`config.mk`:
```
export PLATFORM = sky130hd
export DESIGN_NAME = pdh_diag_page
export DESIGN_NICKNAME = d
export VERILOG_FILES = /design/src/pdh_pkg.sv /design/src/pdh_page_check.sv /design/src/pdh_diag_page.sv
export SDC_FILE = /design/constraint.sdc
export NUM_CORES = 1
export LEC_CHECK = 0
export BUFFER_PORTS_ARGS = -buffer_cell sky130_fd_sc_hd__buf_2
export CORE_ASPECT_RATIO = 1.2
export CORE_MARGIN = 2
export CORE_UTILIZATION = 45
export CTS_CLUSTER_DIAMETER = 60
export DETAILED_ROUTE_END_ITERATION = 16
export PLACE_DENSITY = 0.66
export SLEW_MARGIN = 20
export SYNTH_ARGS = -nofsm -noshare
export SYNTH_HDL_FRONTEND = slang
export SYNTH_SLANG_ARGS = --single-unit
export TNS_END_PERCENT = 30
```
`constraint.sdc`:
```
create_clock -name pclk -period 2.6 [get_ports pclk]
set_input_delay 0.26 -clock pclk [delete_from_list [all_inputs] [get_ports pclk]]
set_output_delay 0.26 -clock pclk [all_outputs]
set_load 0.005 [all_outputs]
```
`src/pdh_pkg.sv`:
```
// shared constants for the phy test diagnostic page handler
package pdh_pkg;
	// phy population and index width
	localparam int NUM_PHYS = 4;
	localparam int PHY_IDX_W = 2;
	localparam int BYTE_W = 8;
	localparam int RATE_W = 4;

	// apb register byte addresses
	localparam logic [7:0] ADDR_PAGE_HDR = 8'h00;
	localparam logic [7:0] ADDR_PAGE_BODY = 8'h04;
	localparam logic [7:0] ADDR_CMD = 8'h08;
	localparam logic [7:0] ADDR_RESULT = 8'h0C;
	localparam logic [7:0] ADDR_PHY_ACTIVE = 8'h10;
	localparam logic [7:0] ADDR_IRQ_STATUS = 8'h14;
	localparam logic [7:0] ADDR_IRQ_MASK = 8'h18;

	// command register fields
	localparam int CMD_PAGE_LSB = 0;
	localparam int CMD_DIR_BIT = 8;

	// result register fields
	localparam int RES_CHECK_BIT = 0;
	localparam int RES_KEY_LSB = 4;
	localparam int RES_ASC_LSB = 8;
	localparam int RES_BUSY_BIT = 16;

	// interrupt status bits
	localparam int IRQ_W = 3;
	localparam int IRQ_DONE = 0;
	localparam int IRQ_ERR = 1;
	localparam int IRQ_PWR = 2;

	// page header contents
	localparam logic [7:0] PAGE_CODE = 8'h3F;
	localparam logic [3:0] PROTO_ID = 4'h6;
	localparam logic [15:0] PAGE_LEN = 16'h001C;

	// test function, pattern and rate codes
	localparam logic [7:0] FN_STOP = 8'h00;
	localparam logic [7:0] FN_TX_PATTERN = 8'h01;
	localparam logic [7:0] PAT_JITTER = 8'h01;
	localparam logic [7:0] PAT_COMPLIANT = 8'h02;
	localparam logic [3:0] RATE_1G5 = 4'h8;
	localparam logic [3:0] RATE_3G0 = 4'h9;
	localparam logic [3:0] RATE_HW_MIN = 4'h8;
	localparam logic [3:0] RATE_HW_MAX = 4'h9;

	// sense reporting codes
	localparam logic [3:0] SK_NONE = 4'h0;
	localparam logic [3:0] SK_ILLEGAL_REQ = 4'h5;
	localparam logic [7:0] ASC_NONE = 8'h00;
	localparam logic [7:0] ASC_INVALID_PARAM = 8'h26;
	localparam logic [7:0] ASC_TEST_IN_PROG = 8'h71;
endpackage : pdh_pkg

```
`src/pdh_page_check.sv`:
```
// combinational checker for the protocol-specific diagnostic page
`timescale 1ns/10ps
module pdh_page_check (
	// command as written by software
	input wire logic recv_dir,
	input wire logic [7:0] page_code,
	input wire logic [31:0] page_hdr,
	input wire logic [31:0] page_body,
	// present phy state
	input wire logic [pdh_pkg::NUM_PHYS-1:0] phy_active,
	// verdict
	output logic reject,
	output logic [7:0] asc,
	output logic do_start,
	output logic do_stop,
	output logic [pdh_pkg::PHY_IDX_W-1:0] phy_idx,
	output logic [7:0] pattern,
	output logic [pdh_pkg::RATE_W-1:0] rate
);
	// byte n of a little-end packed word
	function automatic logic [7:0] pick(input logic [31:0] w, input int n);
		pick = w[n*pdh_pkg::BYTE_W +: pdh_pkg::BYTE_W];
	endfunction : pick

	logic [7:0] sel_b;
	logic [7:0] fn_b;
	logic hdr_ok;
	logic phy_ok;

	// header and field extraction, bytes 8..31 are reserved and never read
	assign hdr_ok = (pick(page_hdr, 0) == pdh_pkg::PAGE_CODE) &&
		(pick(page_hdr, 1) & 8'h0F) == {4'h0, pdh_pkg::PROTO_ID} && // hi nibble free
		{pick(page_hdr, 2), pick(page_hdr, 3)} == pdh_pkg::PAGE_LEN;
	assign sel_b = pick(page_body, 0);
	assign fn_b = pick(page_body, 1);
	assign pattern = pick(page_body, 2);
	assign rate = pdh_pkg::RATE_W'(pick(page_body, 3));
	assign phy_idx = sel_b[pdh_pkg::PHY_IDX_W-1:0];
	assign phy_ok = sel_b < 8'(pdh_pkg::NUM_PHYS);

	// first failing check wins; nothing is applied on a reject
	always_comb begin
		reject = 1'b0;
		asc = pdh_pkg::ASC_NONE;
		do_start = 1'b0;
		do_stop = 1'b0;
		if (recv_dir) begin
			if (page_code == pdh_pkg::PAGE_CODE) begin
				reject = 1'b1;
				asc = pdh_pkg::ASC_INVALID_PARAM;
			end
		end else if (page_code != pdh_pkg::PAGE_CODE || !hdr_ok) begin
			reject = 1'b1;
			asc = pdh_pkg::ASC_INVALID_PARAM;
		end else if (!phy_ok) begin
			reject = 1'b1;
			asc = pdh_pkg::ASC_INVALID_PARAM;
		end else if (fn_b == pdh_pkg::FN_STOP) begin
			do_stop = 1'b1;
		end else if (fn_b != pdh_pkg::FN_TX_PATTERN) begin
			reject = 1'b1;
			asc = pdh_pkg::ASC_INVALID_PARAM;
		end else if (phy_active[phy_idx]) begin
			reject = 1'b1;
			asc = pdh_pkg::ASC_TEST_IN_PROG;
		end else if (pattern != pdh_pkg::PAT_JITTER &&
			pattern != pdh_pkg::PAT_COMPLIANT) begin
			reject = 1'b1;
			asc = pdh_pkg::ASC_INVALID_PARAM;
		end else if (rate < pdh_pkg::RATE_HW_MIN ||
			rate > pdh_pkg::RATE_HW_MAX) begin
			reject = 1'b1;
			asc = pdh_pkg::ASC_INVALID_PARAM;
		end else begin
			do_start = 1'b1;
		end
	end
endmodule : pdh_page_check

```
`src/pdh_diag_page.sv`:
```
// apb-controlled phy test diagnostic page handler
//
// Our own choices: register access over APB and the register offsets.
`timescale 1ns/10ps
// Summary of operation
// page accepted only via send diagnostic
// receive of page 3Fh gives check condition
// client sends code, protocol 6h, length 001Ch
// bytes 4-7 select phy, function, pattern, rate
// nonexistent phy rejected as invalid field
// unsupported function code rejected
// stop on active phy ends test, link reset
// stop on idle phy changes nothing
// start makes idle phy transmit pattern, rate
// received data discarded during test pattern
// start on busy phy gives in-progress error
// power on ends tests, phy reset sequence
// pattern 01h jitter, 02h compliant, rest reserved
// unsupported pattern rejected
// rate 8h is 1.5G, 9h is 3.0G
// rate outside hardware limits rejected
// per-phy active flag kept and updated
// check order fixed, no change on error
module pdh_diag_page (
	// clock, reset and enable
	input wire logic pclk,
	input wire logic presetn,
	input wire logic ce,
	// apb slave
	input wire logic psel,
	input wire logic penable,
	input wire logic pwrite,
	input wire logic [7:0] paddr,
	input wire logic [31:0] pwdata,
	output logic [31:0] prdata,
	output logic pready,
	output logic pslverr,
	// power-on event pin, asynchronous
	input wire logic power_on_evt,
	// phy receive path, same clock
	input wire logic [pdh_pkg::NUM_PHYS-1:0] phy_rx_valid_in,
	output logic [pdh_pkg::NUM_PHYS-1:0] phy_rx_valid_out,
	// phy test control
	output logic [pdh_pkg::NUM_PHYS-1:0] phy_test_active,
	output logic [pdh_pkg::NUM_PHYS-1:0] phy_rx_ignore,
	output logic [8*pdh_pkg::NUM_PHYS-1:0] phy_pattern,
	output logic [pdh_pkg::RATE_W*pdh_pkg::NUM_PHYS-1:0] phy_rate,
	output logic [pdh_pkg::NUM_PHYS-1:0] phy_link_reset,
	output logic [pdh_pkg::NUM_PHYS-1:0] phy_reset_seq,
	// interrupt
	output logic irq
);
	typedef enum logic [0:0] {PDH_IDLE, PDH_EXEC} pdh_state_t;

	pdh_state_t state_reg;
	pdh_state_t state_next;
	logic [31:0] hdr_reg;
	logic [31:0] body_reg;
	logic [7:0] cmd_page_reg;
	logic cmd_dir_reg;
	logic res_check_reg;
	logic [3:0] res_key_reg;
	logic [7:0] res_asc_reg;
	logic [pdh_pkg::IRQ_W-1:0] irq_status_reg;
	logic [pdh_pkg::IRQ_W-1:0] irq_status_next;
	logic [pdh_pkg::IRQ_W-1:0] irq_mask_reg;
	logic [pdh_pkg::IRQ_W-1:0] irq_set;
	logic [pdh_pkg::NUM_PHYS-1:0] active_reg;
	logic pwr_s1_reg;
	logic pwr_s2_reg;
	logic pwr_s3_reg;
	logic por_pending_reg;
	logic pwr_evt;
	logic apb_access;
	logic wr_commit;
	logic cmd_wr;
	logic exec;
	logic chk_reject;
	logic [7:0] chk_asc;
	logic chk_start;
	logic chk_stop;
	logic [pdh_pkg::PHY_IDX_W-1:0] chk_idx;
	logic [7:0] chk_pattern;
	logic [pdh_pkg::RATE_W-1:0] chk_rate;
	logic [31:0] rd_word;
	logic rd_err;

	// address match helper, used by the write decode only
	function automatic logic hit(input logic [7:0] a, input logic [7:0] r);
		hit = (a == r);
	endfunction : hit

	// apb phase decode; writes land on the edge where pready is seen high
	assign apb_access = psel && penable;
	assign wr_commit = apb_access && pready && pwrite;
	assign cmd_wr = wr_commit && hit(paddr, pdh_pkg::ADDR_CMD);
	assign exec = (state_reg == PDH_EXEC);

	pdh_page_check u_check (
		.recv_dir(cmd_dir_reg),
		.page_code(cmd_page_reg),
		.page_hdr(hdr_reg),
		.page_body(body_reg),
		.phy_active(active_reg),
		.reject(chk_reject),
		.asc(chk_asc),
		.do_start(chk_start),
		.do_stop(chk_stop),
		.phy_idx(chk_idx),
		.pattern(chk_pattern),
		.rate(chk_rate)
	);

	// read mux and unmapped-address detection
	always_comb begin
		rd_word = 32'h0000_0000;
		rd_err = 1'b0;
		case (paddr)
			pdh_pkg::ADDR_PAGE_HDR: rd_word = hdr_reg;
			pdh_pkg::ADDR_PAGE_BODY: rd_word = body_reg;
			pdh_pkg::ADDR_CMD: begin
				rd_word[pdh_pkg::CMD_PAGE_LSB +: 8] = cmd_page_reg;
				rd_word[pdh_pkg::CMD_DIR_BIT] = cmd_dir_reg;
			end
			pdh_pkg::ADDR_RESULT: begin
				rd_word[pdh_pkg::RES_CHECK_BIT] = res_check_reg;
				rd_word[pdh_pkg::RES_KEY_LSB +: 4] = res_key_reg;
				rd_word[pdh_pkg::RES_ASC_LSB +: 8] = res_asc_reg;
				rd_word[pdh_pkg::RES_BUSY_BIT] = (state_reg != PDH_IDLE);
			end
			pdh_pkg::ADDR_PHY_ACTIVE:
				rd_word[pdh_pkg::NUM_PHYS-1:0] = active_reg;
			pdh_pkg::ADDR_IRQ_STATUS:
				rd_word[pdh_pkg::IRQ_W-1:0] = irq_status_reg;
			pdh_pkg::ADDR_IRQ_MASK:
				rd_word[pdh_pkg::IRQ_W-1:0] = irq_mask_reg;
			default: rd_err = 1'b1;
		endcase
	end

	// one wait state: pready rises on the second access cycle
	always_ff @(posedge pclk or negedge presetn) begin
		if (!presetn) begin
			pready <= 1'b0;
			prdata <= 32'h0000_0000;
			pslverr <= 1'b0;
		end else if (ce) begin
			pready <= apb_access && !pready;
			prdata <= (apb_access && !pready && !pwrite) ?
				rd_word : 32'h0000_0000;
			pslverr <= apb_access && !pready && rd_err;
		end
	end

	// page buffer and command register; the page only enters here
	always_ff @(posedge pclk or negedge presetn) begin
		if (!presetn) begin
			hdr_reg <= 32'h0000_0000;
			body_reg <= 32'h0000_0000;
			cmd_page_reg <= 8'h00;
			cmd_dir_reg <= 1'b0;
		end else if (ce && wr_commit && state_reg == PDH_IDLE) begin
			if (hit(paddr, pdh_pkg::ADDR_PAGE_HDR))
				hdr_reg <= pwdata;
			if (hit(paddr, pdh_pkg::ADDR_PAGE_BODY))
				body_reg <= pwdata;
			if (hit(paddr, pdh_pkg::ADDR_CMD)) begin
				cmd_page_reg <= pwdata[pdh_pkg::CMD_PAGE_LSB +: 8];
				cmd_dir_reg <= pwdata[pdh_pkg::CMD_DIR_BIT];
			end
		end
	end

	// interrupt mask
	always_ff @(posedge pclk or negedge presetn) begin
		if (!presetn) begin
			irq_mask_reg <= '0;
		end else if (ce && wr_commit && hit(paddr, pdh_pkg::ADDR_IRQ_MASK)) begin
			irq_mask_reg <= pwdata[pdh_pkg::IRQ_W-1:0];
		end
	end

	// command sequencer: the command register write starts one evaluation
	always_comb begin
		state_next = state_reg;
		case (state_reg)
			PDH_IDLE: if (cmd_wr) state_next = PDH_EXEC;
			PDH_EXEC: state_next = PDH_IDLE;
			default: state_next = PDH_IDLE;
		endcase
	end

	always_ff @(posedge pclk or negedge presetn) begin
		if (!presetn)
			state_reg <= PDH_IDLE;
		else if (ce)
			state_reg <= state_next;
	end

	// completion status latched once per command
	always_ff @(posedge pclk or negedge presetn) begin
		if (!presetn) begin
			res_check_reg <= 1'b0;
			res_key_reg <= pdh_pkg::SK_NONE;
			res_asc_reg <= pdh_pkg::ASC_NONE;
		end else if (ce && exec) begin
			res_check_reg <= chk_reject;
			res_key_reg <= chk_reject ?
				pdh_pkg::SK_ILLEGAL_REQ : pdh_pkg::SK_NONE;
			res_asc_reg <= chk_asc;
		end
	end

	// power-on pin synchroniser; the detector compares the second and third stages
	always_ff @(posedge pclk or negedge presetn) begin
		if (!presetn) begin
			pwr_s1_reg <= 1'b0;
			pwr_s2_reg <= 1'b0;
			pwr_s3_reg <= 1'b0;
		end else if (ce) begin
			pwr_s1_reg <= power_on_evt;
			pwr_s2_reg <= pwr_s1_reg;
			pwr_s3_reg <= pwr_s2_reg;
		end
	end

	assign pwr_evt = pwr_s2_reg && !pwr_s3_reg;

	// a reset release counts as power on and owes every phy a reset sequence
	always_ff @(posedge pclk or negedge presetn) begin
		if (!presetn)
			por_pending_reg <= 1'b1;
		else if (ce)
			por_pending_reg <= 1'b0;
	end

	// sticky interrupt causes; a set in the clearing cycle survives
	always_comb begin
		irq_set = '0;
		irq_set[pdh_pkg::IRQ_DONE] = exec;
		irq_set[pdh_pkg::IRQ_ERR] = exec && chk_reject;
		irq_set[pdh_pkg::IRQ_PWR] = pwr_evt;
		irq_status_next = irq_status_reg;
		if (wr_commit && hit(paddr, pdh_pkg::ADDR_IRQ_STATUS))
			irq_status_next = irq_status_reg & ~pwdata[pdh_pkg::IRQ_W-1:0];
		irq_status_next = irq_status_next | irq_set;
	end

	always_ff @(posedge pclk or negedge presetn) begin
		if (!presetn) begin
			irq_status_reg <= '0;
			irq <= 1'b0;
		end else if (ce) begin
			irq_status_reg <= irq_status_next;
			irq <= |(irq_status_next & irq_mask_reg);
		end
	end

	// per-phy test state, pattern selection and receive gating
	genvar gi;
	generate
		for (gi = 0; gi < pdh_pkg::NUM_PHYS; gi++) begin : g_phy
			logic sel;
			logic start;
			logic stop;
			logic [7:0] pat_reg;
			logic [pdh_pkg::RATE_W-1:0] rate_reg;
			logic link_rst_reg;
			logic rst_seq_reg;
			logic rx_out_reg;

			assign sel = exec && !chk_reject &&
				(chk_idx == pdh_pkg::PHY_IDX_W'(gi));
			assign start = sel && chk_start;
			assign stop = sel && chk_stop && active_reg[gi];

			// active flag; power on beats any command in the same cycle
			always_ff @(posedge pclk or negedge presetn) begin
				if (!presetn)
					active_reg[gi] <= 1'b0;
				else if (ce) begin
					if (pwr_evt)
						active_reg[gi] <= 1'b0;
					else if (start)
						active_reg[gi] <= 1'b1;
					else if (stop)
						active_reg[gi] <= 1'b0;
				end
			end

			// pattern and rate captured only when a test starts
			always_ff @(posedge pclk or negedge presetn) begin
				if (!presetn) begin
					pat_reg <= 8'h00;
					rate_reg <= '0;
				end else if (ce && start && !pwr_evt) begin
					pat_reg <= chk_pattern;
					rate_reg <= chk_rate;
				end
			end

			// one-cycle reset requests toward the phy layer
			always_ff @(posedge pclk or negedge presetn) begin
				if (!presetn) begin
					link_rst_reg <= 1'b0;
					rst_seq_reg <= 1'b0;
				end else if (ce) begin
					link_rst_reg <= stop && !pwr_evt;
					rst_seq_reg <= pwr_evt || por_pending_reg;
				end
			end

			// incoming data is dropped while a test runs
			always_ff @(posedge pclk or negedge presetn) begin
				if (!presetn)
					rx_out_reg <= 1'b0;
				else if (ce)
					rx_out_reg <= phy_rx_valid_in[gi] && !active_reg[gi];
			end

			assign phy_test_active[gi] = active_reg[gi];
			assign phy_rx_ignore[gi] = active_reg[gi];
			assign phy_pattern[gi*8 +: 8] = pat_reg;
			assign phy_rate[gi*pdh_pkg::RATE_W +: pdh_pkg::RATE_W] = rate_reg;
			assign phy_link_reset[gi] = link_rst_reg;
			assign phy_reset_seq[gi] = rst_seq_reg;
			assign phy_rx_valid_out[gi] = rx_out_reg;
		end
	endgenerate
endmodule : pdh_diag_page

```
==> metrics.cfg <==
[yosys]
synth_edf_count=0
synth_nets=686
syn-cell-area_um2=7923
synth_top_cell_area_share=0.5780
synthFlopType=dfrtp_1
syn_avg_cell_area_um2=12.48
synth_cells=635
async_flop_share=1.000
synth.area.top_cells=dfrtp_1 58%, mux2_2 12%, and2_1 2.8%
yosys_warnings=0
ys_ff_latch=184
synth_top_area_cell=dfrtp_1
ys_seq_area_frac=0.5813
synthDistinctLibCells=57

[detailed_routing]
vias=5519
drc=0
viasPerCell=5.437
antenna_left=0
drtPass1Iterations=4
drt_iter0_drc=256
post_drt_wl_per_cell_um=18.95
finalWirelength_um=19240

[setup_path]
cp_cell_sequence=nor4bb_1 -> buf_4 -> nand4b_1 -> nor4_4 -> buf_4 -> nand3_2 -> mux2_2
cp.arrival_ns=2.79
cp_max_fo=13
startpoint_type=flip-flop
crit_buf_inv=2
cp_top_family=simple AND/OR/NAND/NOR gates
cp_common_cell=buf_4
criticalPathCategory=reg -> reg
crit_required_ns=2.92
slowest_delay_ns=0.43
cp_slowest_cell=nor4bb_1
endpoint_kind=flip-flop

[sta]
postLayoutSetupSlackWorst_ns=0.1283
slew_headroom=0.6770
max_freq_mhz=404.6
tightest_slew_ns=0.4795
setup_violations=0
fin_crit_sh=0.9507
setup_tns_ns=0
drv_slew=0
fin_skew_ns=0.01035
period_minus_slack_ns=2.472
hold_viol=0

[die]
die_y_um=149.4
die_w_um=125.1
initial_core_util=0.4560
dieArea_um2=18690
core_um2=17370
rows=53
io-pin-count=154

[finish]
fin_util=0.5465
final_cells=1015
final_cell_area_um2=9494
drive_gt1_frac=0.3925
antenna_cells=0
area_growth_pct=19.84
nets=833

[global_route]
grt_pass1_vias=5754
antenna_found_initial=0
grtUsageTotal=0.2105
grt_max_degree=49
gr-total-overflow=0
grt_pass1_wl_um=30650

[status]
outcome=complete, no violations

[hold_path]
hold_class=in -> reg

[cts]
cts_tree=built
clock_latency_ns=0.44
clk_pin_slew_ns=0.07
cts_root_buf=clkbuf_16
clockBufferDepth=2
cts_buffers=17
htree_levels=4
cts.sinks=184

[job]
drv_cap=0

[placement]
placed_area_um2=8865
routabilityCongestion=0.8437
hpwl_um=13880
portBuffers=153
place_ws_ns=0.1438
place_inst=981

[power_and_ir_drop]
ir_worst_vdd_uv=401.0
leakagePower_nw=4.828
power.density_nw_per_um2=615.9

-- per-layer routing --
layer / vias up / part of all wire / GRT usage
met1: 2779 / 0.42 / 0.2654
met2: 177 / 0.50 / 0.3560
met4: 0 / 0.023 / 0.08222
met3: 31 / 0.058 / 0.04663
li1: 2532 / - / -
met5: - / 0 / 0
-- kinds of logic (layout without fill, tap and decap cells) --
| logic type | count (synthesis) | after routing | synth area share |
|---|---|---|---|
| and+or+nand+nor | 138 | 138 | 0.1105 |
| buffers and inverters | 97 | 257 | 0.05907 |
| AOI/OAI and AO/OA | 108 | 108 | 0.09207 |
| xor gates and xnor gates | 1 | 1 | 0.001106 |
| DFF | 184 | 184 | 0.5813 |
| muxes | 107 | 107 | 0.1559 |
-- synthesized netlist by cell type (3+ instances only) --
| library cell | instances |
|---|---|
| clkbuf_1 | 13 |
| o22ai_1 | 35 |
| nor4_1 | 6 |
| mux2i_1 | 12 |
| o21a_1 | 4 |
| buf_4 | 18 |
| nor2_1 | 17 |
| nor4_4 | 3 |
| nand3_1 | 5 |
| a41o_1 | 3 |
| nor3_1 | 5 |
| a22oi_1 | 16 |
| o21ai_0 | 19 |
| mux2_2 | 83 |
| nand2_1 | 17 |
| buf_6 | 3 |
| nand2b_1 | 6 |
| and2_1 | 35 |
| a31o_2 | 3 |
| inv_1 | 50 |
| nor2b_1 | 9 |
| nand3_2 | 4 |
| buf_2 | 11 |
| nand4_1 | 8 |
| a21oi_1 | 7 |
| dfrtp_1 | 183 |
| mux2_1 | 8 |
| nand3b_1 | 3 |
| a31oi_1 | 4 |
| mux4_2 | 4 |
-- layout make-up --
class	instances	area [µm²]
Clock inverter	14	172.7
Timing Repair Buffer	175	964.7
Inverter	50	187.7
Fill cell	1504	7880
Tap cell	220	275.3
Multi-Input combinational cell	354	2849
Sequential cell	184	4606
Clock buffer	18	439.2
-- metrics by stage --
step,power (mW),hold slack (ns)
2_1_floorplan,3.086,-0.03559
3_3_place_gp,3.235,0.2323
3_5_place_dp,3.244,0.2368
4_1_cts,5.903,0.06263
5_1_grt,6.051,0.06245
6_report,5.847,0.06365
-- power by group --
group	internal, mW	switching (mW)
Clock	1.54	1.12
Sequential	2.89	0.0239
Combinational	0.101	0.172
-- repair_timing --
item	in CTS	in global routing
resized for setup	0	0
setup buffers	0	1
hold buffers	1	0
endpoints found under the hold margin	44	0
setup endpoints to repair	0	4
-- worst paths after layout --
| kind | slack [ns] | endpoint | startpoint | depth (start not counted) |
|---|---|---|---|---|
| hold / removal | 0.06 | pwr_s1_reg | power_on_evt | 2 |
| hold reg to reg | 0.46 | g_phy[2].rate_reg[3] | g_phy[2].rate_reg[3] | 1 |
| max in group asynchronous | 1.44 | prdata[23] | presetn | 3 |
| min in group asynchronous | 0.33 | cmd_page_reg[0] | presetn | 2 |
| setup / recovery | 0.13 | g_phy[2].pat_reg[0] | cmd_page_reg[7] | 7 |
| setup reg to reg | 0.13 | g_phy[2].pat_reg[0] | cmd_page_reg[7] | 7 |
-- cell usage in the layout (no fill, tap or decap), types with 5 or more instances in the layout --
| master | count |
|---|---|
| nor4_1 | 6 |
| buf_2 | 152 |
| dfrtp_1 | 183 |
| inv_1 | 50 |
| o21ai_0 | 19 |
| nor3_1 | 5 |
| nor2_1 | 17 |
| nand4_1 | 8 |
| mux2i_1 | 12 |
| nand2b_1 | 6 |
| a22oi_1 | 16 |
| o22ai_1 | 35 |
| nand2_1 | 17 |
| buf_4 | 19 |
| a21oi_1 | 7 |
| nor2b_1 | 9 |
| nand3_1 | 5 |
| clkbuf_16 | 17 |
| and2_1 | 35 |
| mux2_2 | 83 |
| mux2_1 | 8 |
-- worst register-to-register path, delay by kind of cell (launching register included) --
kind	cells	cell delay, ns
multiplexers	1	0.36
buffers and inverters	2	0.38
flip-flops	1	0.40
AND/OR/NAND/NOR	4	1.21
No activity file was read; power rests on OpenSTA's default activity.
